`src/hdl/adc_comp_pkg.sv`:
```
// shared constants and types for the offset and gain compensator
package adc_comp_pkg;
  localparam int SAMPLE_W = 16;
  localparam int GAIN_W = 16;
  localparam int OFFSET_W = 8;
  localparam int MODE_W = 4;
  localparam int NUM_MODES = 10;
  localparam int BYTES_PER_MODE = 3;
  localparam int CAL_BYTES = 30;
  localparam int CAL_ADDR_W = 5;
  localparam int OFFSET_SHIFT = 4;
  localparam int FRAC_BITS = 16;
  localparam logic [31:0] ROUND_CONST = 32'h0000_8000;
  localparam logic [MODE_W-1:0] OFFSET_MEAS_MODE = 4'h7;
  localparam logic [MODE_W-1:0] DIFF_MODE_FIRST = 4'h8;
  localparam logic [CAL_ADDR_W-1:0] OFF_IDX = 5'h00;
  localparam logic [CAL_ADDR_W-1:0] GAIN_HI_IDX = 5'h01;
  localparam logic [CAL_ADDR_W-1:0] GAIN_LO_IDX = 5'h02;
  localparam logic [CAL_ADDR_W-1:0] NEG_GAIN_SLOT = 5'h1B;
  localparam int PIPE_LATENCY = 4;
  localparam logic [SAMPLE_W-1:0] RESULT_RESET = 16'h0000;

  typedef struct packed {
    logic [7:0] resultHighByte;
    logic [7:0] resultLowByte;
  } raw_sample_t;

  typedef struct packed {
    logic [SAMPLE_W-1:0] word;
    logic hwInvalid;
    logic calcOverflow;
  } comp_result_t;

  typedef struct packed {
    logic we;
    logic [CAL_ADDR_W-1:0] addr;
    logic [7:0] data;
  } cal_write_t;
endpackage

```
`src/hdl/cal_store.sv`:
```
// calibration byte storage with registered read ports
`timescale 1ns/100ps
`default_nettype none
module cal_store #(
  parameter int DEPTH = adc_comp_pkg::CAL_BYTES,
  parameter int AW = adc_comp_pkg::CAL_ADDR_W
) (
  input wire logic clock,
  input wire adc_comp_pkg::cal_write_t wr,
  input wire logic [AW-1:0] rdAddrA,
  input wire logic [AW-1:0] rdAddrB,
  input wire logic [AW-1:0] rdAddrC,
  output logic [7:0] rdDataA,
  output logic [7:0] rdDataB,
  output logic [7:0] rdDataC
);
  logic [7:0] mem [DEPTH];

  always_ff @(posedge clock) begin
    if (wr.we && (int'(wr.addr) < DEPTH)) begin
      mem[wr.addr] <= wr.data;
    end
  end

  always_ff @(posedge clock) begin
    rdDataA <= mem[rdAddrA];
    rdDataB <= mem[rdAddrB];
    rdDataC <= mem[rdAddrC];
  end
endmodule
`default_nettype wire

```
`src/hdl/adc_offset_gain_compensator.sv`:
```
// offset and gain compensation datapath for raw converter samples
`timescale 1ns/100ps
`default_nettype none
// Notes on behaviour
// RL1 - thirty calibration bytes, three per input mode: offset, gain high, gain low
// RL2 - offset-measurement mode shorts the differential inputs together
// RL3 - result is corrected sample plus corrected sample times gain over 2^16
// RL4 - offset removed first; gain works on the corrected sample
// RL5 - full multiply first, then scale by 2^16
// RL6 - lowest raw bit is hardware overflow; set means sample invalid
// RL7 - offset byte magnitude shifted left four, sign extended above
// RL8 - multiply on magnitudes, both signs kept for restoration
// RL9 - differential modes pick positive or negative gain by corrected sign
// RL10 - round by adding 0x8000 to product, keep upper sixteen bits
// RL11 - negate correction when sample and gain signs differ
// RL12 - add signed correction to signed corrected sample
// RL13 - shift sum right one, top filled from corrected sample sign
// RL14 - output: sign, overflow, eleven result bits, two unused zeros; the code's word carries twelve result bits (13:2)
// RL15 - sign and overflow bits differ when outside -1024..+1023
// RL16 - raw sample has thirteen significant bits, eleven kept; rawData keeps all thirteen
// RL17 - uncorrected samples should be scaled by 8/7 by the consumer
// RL18 - raw sample spans high byte and low byte bits 7 to 3
// RL19 - hardware overflow invalidates every other bit of the sample
// RL20 - one sample in per strobe, result out fixed cycles later in order
module adc_offset_gain_compensator (
  input wire logic clock,
  input wire logic rst_b,
  input wire logic [adc_comp_pkg::MODE_W-1:0] input_select,
  output logic inputsShorted,
  input wire adc_comp_pkg::cal_write_t calWrite,
  input wire logic sampleValid,
  input wire adc_comp_pkg::raw_sample_t rawSample,
  output logic resultValid,
  output adc_comp_pkg::comp_result_t result
);
  localparam logic [4:0] CAL_STRIDE = 5'(adc_comp_pkg::BYTES_PER_MODE);

  function automatic logic [4:0] cal_base(input logic [adc_comp_pkg::MODE_W-1:0] mode);
    cal_base = 5'(mode) * CAL_STRIDE;
  endfunction

  function automatic logic [15:0] abs16(input logic [15:0] v);
    abs16 = v[15] ? 16'(-v) : v;
  endfunction

  // RL2: combinational switch control to the converter front end
  assign inputsShorted = (input_select == adc_comp_pkg::OFFSET_MEAS_MODE); // RL2

  // stage 0: calibration lookup, sample capture
  logic isDiff;
  logic [4:0] base;
  logic [4:0] gainBase;
  logic [7:0] offByte;
  logic [7:0] gainHi;
  logic [7:0] gainLo;
  logic [7:0] gainHiNeg;
  logic [7:0] gainLoNeg;
  logic [7:0] unusedNeg;

  assign isDiff = (input_select >= adc_comp_pkg::DIFF_MODE_FIRST);
  assign base = cal_base(input_select); // RL1

  cal_store u_cal_pos (
    .clock(clock),
    .wr(calWrite),
    .rdAddrA(base + adc_comp_pkg::OFF_IDX),
    .rdAddrB(base + adc_comp_pkg::GAIN_HI_IDX),
    .rdAddrC(base + adc_comp_pkg::GAIN_LO_IDX),
    .rdDataA(offByte),
    .rdDataB(gainHi),
    .rdDataC(gainLo)
  );

  // second gain word for negative differential samples
  adc_comp_pkg::cal_write_t negWrite;
  always_comb begin
    negWrite = calWrite;
    negWrite.we = calWrite.we && (calWrite.addr >= adc_comp_pkg::NEG_GAIN_SLOT);
  end

  assign gainBase = adc_comp_pkg::NEG_GAIN_SLOT;
  cal_store #(.DEPTH(32)) u_cal_neg (
    .clock(clock),
    .wr(negWrite),
    .rdAddrA(gainBase),
    .rdAddrB(gainBase + adc_comp_pkg::GAIN_HI_IDX),
    .rdAddrC(gainBase + adc_comp_pkg::GAIN_LO_IDX),
    .rdDataA(unusedNeg),
    .rdDataB(gainHiNeg),
    .rdDataC(gainLoNeg)
  );

  logic v1;
  logic [15:0] raw1;
  logic diff1;
  always_ff @(posedge clock or negedge rst_b) begin
    if (!rst_b) begin
      v1 <= 1'b0;
      raw1 <= 16'h0000;
      diff1 <= 1'b0;
    end else begin
      v1 <= sampleValid; // RL20
      raw1 <= {rawSample.resultHighByte, rawSample.resultLowByte}; // RL18
      diff1 <= isDiff;
    end
  end

  // stage 1: offset removal and magnitudes
  logic [15:0] rawData;
  logic [15:0] offAligned;
  logic [15:0] corr;
  logic [15:0] gainSel;
  assign rawData = {raw1[15:3], 3'b000}; // RL16
  assign offAligned = {{5{offByte[7]}}, offByte[6:0], 4'h0}; // RL7
  assign corr = rawData - offAligned; // RL4
  assign gainSel = (diff1 && corr[15]) ? {gainHiNeg, gainLoNeg} : {gainHi, gainLo}; // RL9

  logic v2;
  logic inv2;
  logic [15:0] corr2;
  logic [15:0] absCorr2;
  logic [15:0] absGain2;
  logic gSign2;
  always_ff @(posedge clock or negedge rst_b) begin
    if (!rst_b) begin
      v2 <= 1'b0;
      inv2 <= 1'b0;
      corr2 <= 16'h0000;
      absCorr2 <= 16'h0000;
      absGain2 <= 16'h0000;
      gSign2 <= 1'b0;
    end else begin
      v2 <= v1;
      inv2 <= raw1[0]; // RL6
      corr2 <= corr;
      absCorr2 <= abs16(corr); // RL8
      absGain2 <= abs16(gainSel); // RL8
      gSign2 <= gainSel[15];
    end
  end

  // stage 2: full-width multiply, round, drop fraction
  logic [31:0] product;
  logic [31:0] rounded;
  assign product = 32'(absCorr2) * 32'(absGain2); // RL5
  assign rounded = product + adc_comp_pkg::ROUND_CONST; // RL10

  logic v3;
  logic inv3;
  logic [15:0] corr3;
  logic [15:0] factor3;
  always_ff @(posedge clock or negedge rst_b) begin
    if (!rst_b) begin
      v3 <= 1'b0;
      inv3 <= 1'b0;
      corr3 <= 16'h0000;
      factor3 <= 16'h0000;
    end else begin
      v3 <= v2;
      inv3 <= inv2;
      corr3 <= corr2;
      factor3 <= (corr2[15] ^ gSign2) ? 16'(-rounded[31:16]) : rounded[31:16]; // RL11
    end
  end

  // stage 3: add, shift with sign, format
  logic [15:0] sum;
  logic [15:0] shifted;
  logic [15:0] outWord;
  assign sum = corr3 + factor3; // RL12 RL3
  assign shifted = {corr3[15], sum[15:1]}; // RL13
  assign outWord = {shifted[15:2], 2'b00}; // RL14

  always_ff @(posedge clock or negedge rst_b) begin
    if (!rst_b) begin
      resultValid <= 1'b0;
      result <= '0;
    end else begin
      resultValid <= v3; // RL20
      result.word <= inv3 ? adc_comp_pkg::RESULT_RESET : outWord; // RL19
      result.hwInvalid <= inv3; // RL6
      result.calcOverflow <= ~inv3 & (outWord[15] ^ outWord[14]); // RL15
    end
  end

  // latency tracker for assertions
  logic [3:0] pipeHist;
  always_ff @(posedge clock or negedge rst_b) begin
    if (!rst_b) begin
      pipeHist <= 4'h0;
    end else begin
      pipeHist <= {pipeHist[2:0], sampleValid};
    end
  end

  property p_latency;
    @(posedge clock) disable iff (!rst_b) sampleValid |-> ##4 resultValid;
  endproperty
  a_latency: assert property (p_latency) else $error("result strobe late"); // RL20

  property p_no_spurious;
    @(posedge clock) disable iff (!rst_b) resultValid |-> pipeHist[3];
  endproperty
  a_no_spurious: assert property (p_no_spurious) else $error("result without sample"); // RL20

  property p_short;
    @(posedge clock) disable iff (!rst_b)
      (input_select == adc_comp_pkg::OFFSET_MEAS_MODE) |-> inputsShorted;
  endproperty
  a_short: assert property (p_short) else $error("inputs not shorted"); // RL2

  property p_hw_invalid;
    @(posedge clock) disable iff (!rst_b)
      (sampleValid && rawSample.resultLowByte[0]) |-> ##4 (result.hwInvalid && !result.calcOverflow);
  endproperty
  a_hw_invalid: assert property (p_hw_invalid) else $error("invalid flag lost"); // RL6

  property p_unused_low;
    @(posedge clock) disable iff (!rst_b) resultValid |-> (result.word[1:0] == 2'b00);
  endproperty
  a_unused_low: assert property (p_unused_low) else $error("low bits not zero"); // RL14

  property p_ovf_match;
    @(posedge clock) disable iff (!rst_b)
      (resultValid && !result.hwInvalid) |-> (result.calcOverflow == (result.word[15] ^ result.word[14]));
  endproperty
  a_ovf_match: assert property (p_ovf_match) else $error("overflow flag mismatch"); // RL15

  property p_offset_align;
    @(posedge clock) disable iff (!rst_b)
      v1 |-> (offAligned[15:11] == {5{offByte[7]}} && offAligned[10:0] == {offByte[6:0], 4'h0});
  endproperty
  a_offset_align: assert property (p_offset_align) else $error("offset misaligned"); // RL7

  property p_sign_fill;
    @(posedge clock) disable iff (!rst_b)
      v3 |=> (!result.hwInvalid -> (result.word[15] == $past(corr3[15])));
  endproperty
  a_sign_fill: assert property (p_sign_fill) else $error("sign fill wrong"); // RL13

  property p_mag_pos;
    @(posedge clock) disable iff (!rst_b) v2 |-> (absCorr2[15] == 1'b0 || corr2 == 16'h8000);
  endproperty
  a_mag_pos: assert property (p_mag_pos) else $error("magnitude negative"); // RL8

  property p_mag_gain;
    @(posedge clock) disable iff (!rst_b)
      v2 |-> (absGain2[15] == 1'b0 || absGain2 == 16'h8000);
  endproperty
  a_mag_gain: assert property (p_mag_gain) else $error("gain magnitude negative"); // RL8

  property p_no_short_other;
    @(posedge clock) disable iff (!rst_b)
      (input_select != adc_comp_pkg::OFFSET_MEAS_MODE) |-> !inputsShorted;
  endproperty
  a_no_short_other: assert property (p_no_short_other) else $error("stray short"); // RL2

  property p_sub_first;
    @(posedge clock) disable iff (!rst_b)
      v1 |-> (16'(corr + offAligned) == rawData);
  endproperty
  a_sub_first: assert property (p_sub_first) else $error("offset not removed"); // RL4

  property p_gain_pos;
    @(posedge clock) disable iff (!rst_b)
      (v1 && !(diff1 && corr[15])) |-> (gainSel == {gainHi, gainLo});
  endproperty
  a_gain_pos: assert property (p_gain_pos) else $error("wrong gain word"); // RL9

  property p_gain_neg;
    @(posedge clock) disable iff (!rst_b)
      (v1 && diff1 && corr[15]) |-> (gainSel == {gainHiNeg, gainLoNeg});
  endproperty
  a_gain_neg: assert property (p_gain_neg) else $error("wrong negative gain word"); // RL9

  property p_factor_keep;
    @(posedge clock) disable iff (!rst_b)
      (v2 && (corr2[15] == gSign2)) |=> (factor3 == $past(rounded[31:16]));
  endproperty
  a_factor_keep: assert property (p_factor_keep) else $error("factor sign flipped"); // RL11

  property p_factor_flip;
    @(posedge clock) disable iff (!rst_b)
      (v2 && (corr2[15] != gSign2)) |=> (16'(factor3 + $past(rounded[31:16])) == 16'h0000);
  endproperty
  a_factor_flip: assert property (p_factor_flip) else $error("factor not negated"); // RL11

  property p_invalid_zero;
    @(posedge clock) disable iff (!rst_b)
      (resultValid && result.hwInvalid) |-> (result.word == adc_comp_pkg::RESULT_RESET);
  endproperty
  a_invalid_zero: assert property (p_invalid_zero) else $error("invalid word not cleared"); // RL19

  property p_back_to_back;
    @(posedge clock) disable iff (!rst_b)
      (sampleValid ##1 sampleValid) |-> ##3 (resultValid ##1 resultValid);
  endproperty
  a_back_to_back: assert property (p_back_to_back) else $error("back to back lost"); // RL20

  property p_inv_carry;
    @(posedge clock) disable iff (!rst_b)
      (v1 && raw1[0]) |=> inv2;
  endproperty
  a_inv_carry: assert property (p_inv_carry) else $error("invalid flag dropped"); // RL6
endmodule
`default_nettype wire

```
`config.mk`:
```
export PLATFORM = sky130hd
export DESIGN_NAME = adc_offset_gain_compensator
export DESIGN_NICKNAME = d
export VERILOG_FILES = /design/src/hdl/adc_comp_pkg.sv /design/src/hdl/cal_store.sv /design/src/hdl/adc_offset_gain_compensator.sv
export SDC_FILE = /design/constraint.sdc
export NUM_CORES = 1
export LEC_CHECK = 0
export BUFFER_PORTS_ARGS = -buffer_cell sky130_fd_sc_hd__buf_2
export CAP_MARGIN = 5
export CORE_UTILIZATION = 60
export DETAILED_ROUTE_END_ITERATION = 12
export GPL_TIMING_DRIVEN = 1
export HOLD_SLACK_MARGIN = 0.03
export PLACE_DENSITY = 0.77
export SETUP_SLACK_MARGIN = 0.05
export SKIP_LAST_GASP = 1
export SLEW_MARGIN = 15
export SYNTH_ARGS = -nofsm -noshare
export SYNTH_HDL_FRONTEND = slang
export SYNTH_SLANG_ARGS = --single-unit
```
`constraint.sdc`:
```
create_clock -name clock -period 8.1 [get_ports clock]
set_input_delay 0.405 -clock clock [delete_from_list [all_inputs] [get_ports clock]]
set_output_delay 0.405 -clock clock [all_outputs]
set_load 0.05 [all_outputs]
```
# Yosys cells after proc, flatten, opt, wreduce, memory -nomap -nowiden
# Memories as Yosys holds them, arrays and structs flattened. A register that Yosys moved wholly into a read port is not among the register bits.
# Index checks and enable logic that the tools add are counted.
# word_totals
ff_bits	122
ram_bits	496
elab_cells	49
n_memories	2
# classes
magnitude_cmp	3
n_reduce_logical	3
add_sub_neg	8
n_eq_ne	1
multipliers	2
mux	9
bitwise	4
# memory_table
memory	words	width	rd	rd_clocked_by_memory_dff	write_ports	line_no	rtl
u_cal_neg.mem	32	8	2	2	1	cal_store.sv:17	logic [7:0] mem [DEPTH];
u_cal_pos.mem	30	8	3	3	1	cal_store.sv:17	
# op_table
cell	count
$mux 16	5
$neg 16->16	3
$add 32x16->32 const B	1
$mul 16x16->32	1
$add 16x16->16	1
$sub 16x16->16	1
$add 5x1->5 const B	1
$add 5x2->5 const B	1
$ge 5x5->1 const B	1
$lt 5x5->1 const B	1
$mul 4x2->5 const B	1
$eq 4x3->1 const B	1
$ge 4x4->1 const B	1
$mux 1	4
$logic_and 1x1->1	3
$xor 1x1->1	2
$and 1x1->1	1
$not 1->1	1

# Longest topological paths before layout
# logic_depth
word_depth	5
mapped_depth	26

# Modules after synthesis
# From an unflattened synthesis, not the netlist that was laid out.
# unflattened
hier_cells	2869
hier_area_um2	40831.7
# modules_own_cells
module	cells_each	area_per_inst_um2	instances	seq_area_each_um2
cal_store (u_cal_neg)	647	14362.5	1	8167.8
cal_store (u_cal_pos)	899	14017.2	1	7687.4
adc_offset_gain_compensator	1323	12451.9	1	2627.5

# Worst setup path before layout
# No wires, ideal clock.
# synth_path
path_type	reg2reg
from	register absGain2[6]
to	register factor3[15]
path_stages_with_launch	25
path_slack_ps	1326
n_path_buf	1
synth_period_minus_slack_ps	6774
setup_ps	131
arrival_time_ps	6642
path_cell_list	dfrtp_1 -> clkbuf_1 -> and2_1 -> fa_1 -> inv_1 -> fa_1 -> fa_1 -> fa_1 -> inv_1 -> fa_1 -> inv_1 -> fa_1 -> inv_1 -> ha_1 -> and2_1 -> and2_4 -> a22o_4 -> a2111o_1 -> and2_4 -> a211o_1 -> and2_4 -> o21a_1 -> a2111o_1 -> o311ai_1 -> xnor2_1
# synth_via
elab_chain_len	4
# synth_rtl
item	line_no	rtl
start: declaration	adc_offset_gain_compensator.sv:122	logic [15:0] absGain2;
start signal: assignment	adc_offset_gain_compensator.sv:137	absGain2 <= abs16(gainSel);
$mul 16x16->32 *	adc_offset_gain_compensator.sv:145	assign product = 32'(absCorr2) * 32'(absGain2);
$add 32x16->32 *	adc_offset_gain_compensator.sv:146	assign rounded = product + adc_comp_pkg::ROUND_CONST;
$neg 16->16	adc_offset_gain_compensator.sv:162	factor3 <= (corr2[15] ^ gSign2) ? 16'(-rounded[31:16]) : rounded[31:16];
$mux 16 *	adc_offset_gain_compensator.sv:162	
end signal: assignment	adc_offset_gain_compensator.sv:162	
end: declaration	adc_offset_gain_compensator.sv:151	logic [15:0] factor3;
# Every way passes the cells marked *; elsewhere a longest branch is shown, timed or not.

# Worst setup path after layout
# layout_path
from	register absCorr2[7]
to	register factor3[15]
# layout_via
elab_chain_len	4
# layout_rtl
item	line_no	rtl
start: declaration	adc_offset_gain_compensator.sv:121	logic [15:0] absCorr2;
start signal: assignment	adc_offset_gain_compensator.sv:136	absCorr2 <= abs16(corr);
$mul 16x16->32 *	adc_offset_gain_compensator.sv:145	
$add 32x16->32 *	adc_offset_gain_compensator.sv:146	
$neg 16->16	adc_offset_gain_compensator.sv:162	
$mux 16 *	adc_offset_gain_compensator.sv:162	
# Marks and branches as above.

==> results.json <==
{
  "final_common_cell": "edfxtp_1",
  "synth_cell_types": 64,
  "drive_above_1_share_pct": 19.2,
  "fin_crit_sh_pct": 92.9,
  "end_kind": "register",
  "viasPerCell": 6.29,
  "clk_latency_ns": 0.58,
  "seq_area_frac_synth_pct": 41.8,
  "setup_viol": 0,
  "post_drt_wl_per_cell_um": 23.2,
  "synthArstFlopShare_pct": 26.2,
  "max-slew-margin-rel_pct": 20.2,
  "maxCapViolations": 0,
  "routabilityCongestion": 0.898,
  "rsz0062_at_grt": "false",
  "netlist_area_mm2": 0.0266,
  "ctsRootBufferMaster": "clkbuf_16",
  "coreArea_mm2": 0.0434,
  "dieArea_mm2": 0.0452,
  "syn_avg_cell_area_um2": 13.2,
  "cts_buffers": 40,
  "grt_max_degree": 83,
  "fmax_mhz": 133,
  "globalRouteTotalUtil_pct": 28.9,
  "grt_pass1_wl_mm": 96.8,
  "start_kind": "register",
  "die_w_um": 213,
  "synth_top_area_share_pct": 28.9,
  "hold_violations": 0,
  "drt-initial-drc-count": 1593,
  "yosys_warnings": 0,
  "outcome": "finished, final reports clean",
  "firstDrtPassIters": 5,
  "io_buffers": 52,
  "drc": 0,
  "synthToLayoutAreaGrowth_pct": 8.89,
  "required_ns": 8.54,
  "grt_overflow_total": 0,
  "setup_tns_ns": 0,
  "grt_pass1_vias": 17200,
  "arrival_ns": 7.97,
  "path_max_fanout": 16,
  "post-cts-setup-buffers": 0,
  "start_util_pct": 61.4,
  "htreeDepth": 2,
  "slew_violations": 0,
  "antenna_found_initial": 4,
  "clk_pin_slew_ns": 0.06,
  "wl_mm": 61.9,
  "yosys_register_bits": 401,
  "finClkSkew_ns": 0.0315,
  "dieHeight_um": 213,
  "dr_total_vias": 16800,
  "synth_edf_count": 256,
  "post-route-min-period_ns": 7.53,
  "synth_area_leaders": "edfxtp_1 (29%), mux4_2 (17%), fa_1 (12%)",
  "rows": 76,
  "hpwl_mm": 44.6,
  "worstSetupPathType": "register to register",
  "syn_inst": 2014,
  "nets": 2383,
  "ant_nets": 0,
  "layout.cells.most_common_list": "edfxtp_1 (256), inv_1 (226), mux4_2 (204)",
  "synth_ff_type": "edfxtp_1",
  "tightest_slew_ns": 1.19,
  "clkSinkCount": 401,
  "ios": 57,
  "worst_hold_path_type": "input pin to register",
  "yosys.area.top_type": "edfxtp_1",
  "antenna_cells": 0,
  "clock_path_buffers": 3,
  "cts_tree": "done"
}
==> final timing paths <==
path / to / startpoint / cells past startpoint / slack, ns
worst min register to register: u_cal_neg.rdDataB[2] / u_cal_neg.mem[28][2] / 0 / 0.34
worst min-delay path: diff1 / input_select[3] / 3 / 0.15
min in group asynchronous: result[9] / rst_b / 2 / 0.31
max in group asynchronous: absGain2[3] / rst_b / 3 / 6.55
worst max-delay path: factor3[15] / absCorr2[7] / 24 / 0.57
worst max register to register: factor3[15] / absCorr2[7] / 24 / 0.57
==> cell type report <==
type | instances | area, µm²
clock inverters | 21 | 226
inverters | 227 | 852
flip-flops and latches | 401 | 11100
multi-input cells | 1289 | 14300
fillers | 3050 | 14400
well taps | 585 | 732
clock buffers | 50 | 1090
repair buffers | 93 | 617
==> cell usage after synthesis, types with 26 or more instances <==
library cell    n
and2_1        106
a21oi_1        62
clkbuf_1       72
xnor2_1        60
o21ai_0        26
inv_1         226
fa_1          155
edfxtp_1      256
mux4_2        204
nor2_1         94
dfrtp_1       105
dfxtp_1        40
ha_1          139
xor2_1         30
nand2_1       165
mux2_2         36
==> worst max-delay path: stages, from the launching register on <==
cell and delay [ns]:
dfrtp_1 0.77, nand2_1 0.17, fa_1 0.56, inv_1 0.05, fa_1 0.50, inv_1 0.05
fa_1 0.49, inv_1 0.06, fa_1 0.50, fa_1 0.55, inv_1 0.05, fa_1 0.52
inv_1 0.04, ha_1 0.42, nand2_1 0.08, o21ai_1 0.36, a21oi_1 0.13, o21bai_1 0.14
a211oi_1 0.14, nor4_2 0.46, nand3b_1 0.33, nor4_2 0.56, a2111o_1 0.23, o311ai_1 0.11
xnor2_1 0.15
==> registers in the layout, summed over array words and instances, names as in the netlist, 8 cells and up <==
register,cells
u_cal_pos.rdDataA,8
corr3,13
u_cal_neg.mem,16
result,16
u_cal_pos.rdDataC,8
factor3,13
corr2,12
u_cal_pos.mem,240
absGain2,16
u_cal_neg.rdDataB,8
u_cal_neg.rdDataC,8
u_cal_pos.rdDataB,8
absCorr2,13
raw1,14
==> routing by layer <==
layer,share of wire [%],GRT usage [%],vias to the layer above
li1,-,-,7257
met1,37,36.3,8579
met2,51,49.8,760
met3,7.5,5.11,163
met4,4.1,11.5,8
met5,0.099,0,-
==> what timing repair did <==
action | 4_1_cts | 5_1_grt
hold buffers | 16 | 0
hold endpoints to repair | 46 | 0
resized for setup | 0 | 0
==> cell families after synthesis <==
logic type	Yosys count	synth area share [%]
and+or+nand+nor	467	8.60
DFF	401	41.8
buffers and inverters	325	4.62
adders and majority gates	294	18.2
muxes	262	19.6
AOI/OAI and AO/OA	174	4.22
xor gates and xnor gates	90	2.96
other	1	0.0141
==> metrics by stage <==
stage	hold slack, ns	std cells	util (%)	cell area, µm²	setup WS, ns
after floorplan	0.109	2015	-	26600	1.33
after global placement	0.325	2579	63.4	27500	0.810
after detailed placement	0.327	2579	63.4	27500	0.605
after CTS	0.126	2666	66.8	29000	0.592
after global routing	0.150	2666	66.8	29000	0.193
final	0.151	2666	66.8	29000	0.575
Power is left out: the tool's default activity adds up to more than one toggle a clock period on the data nets, which glitch-free logic cannot reach.
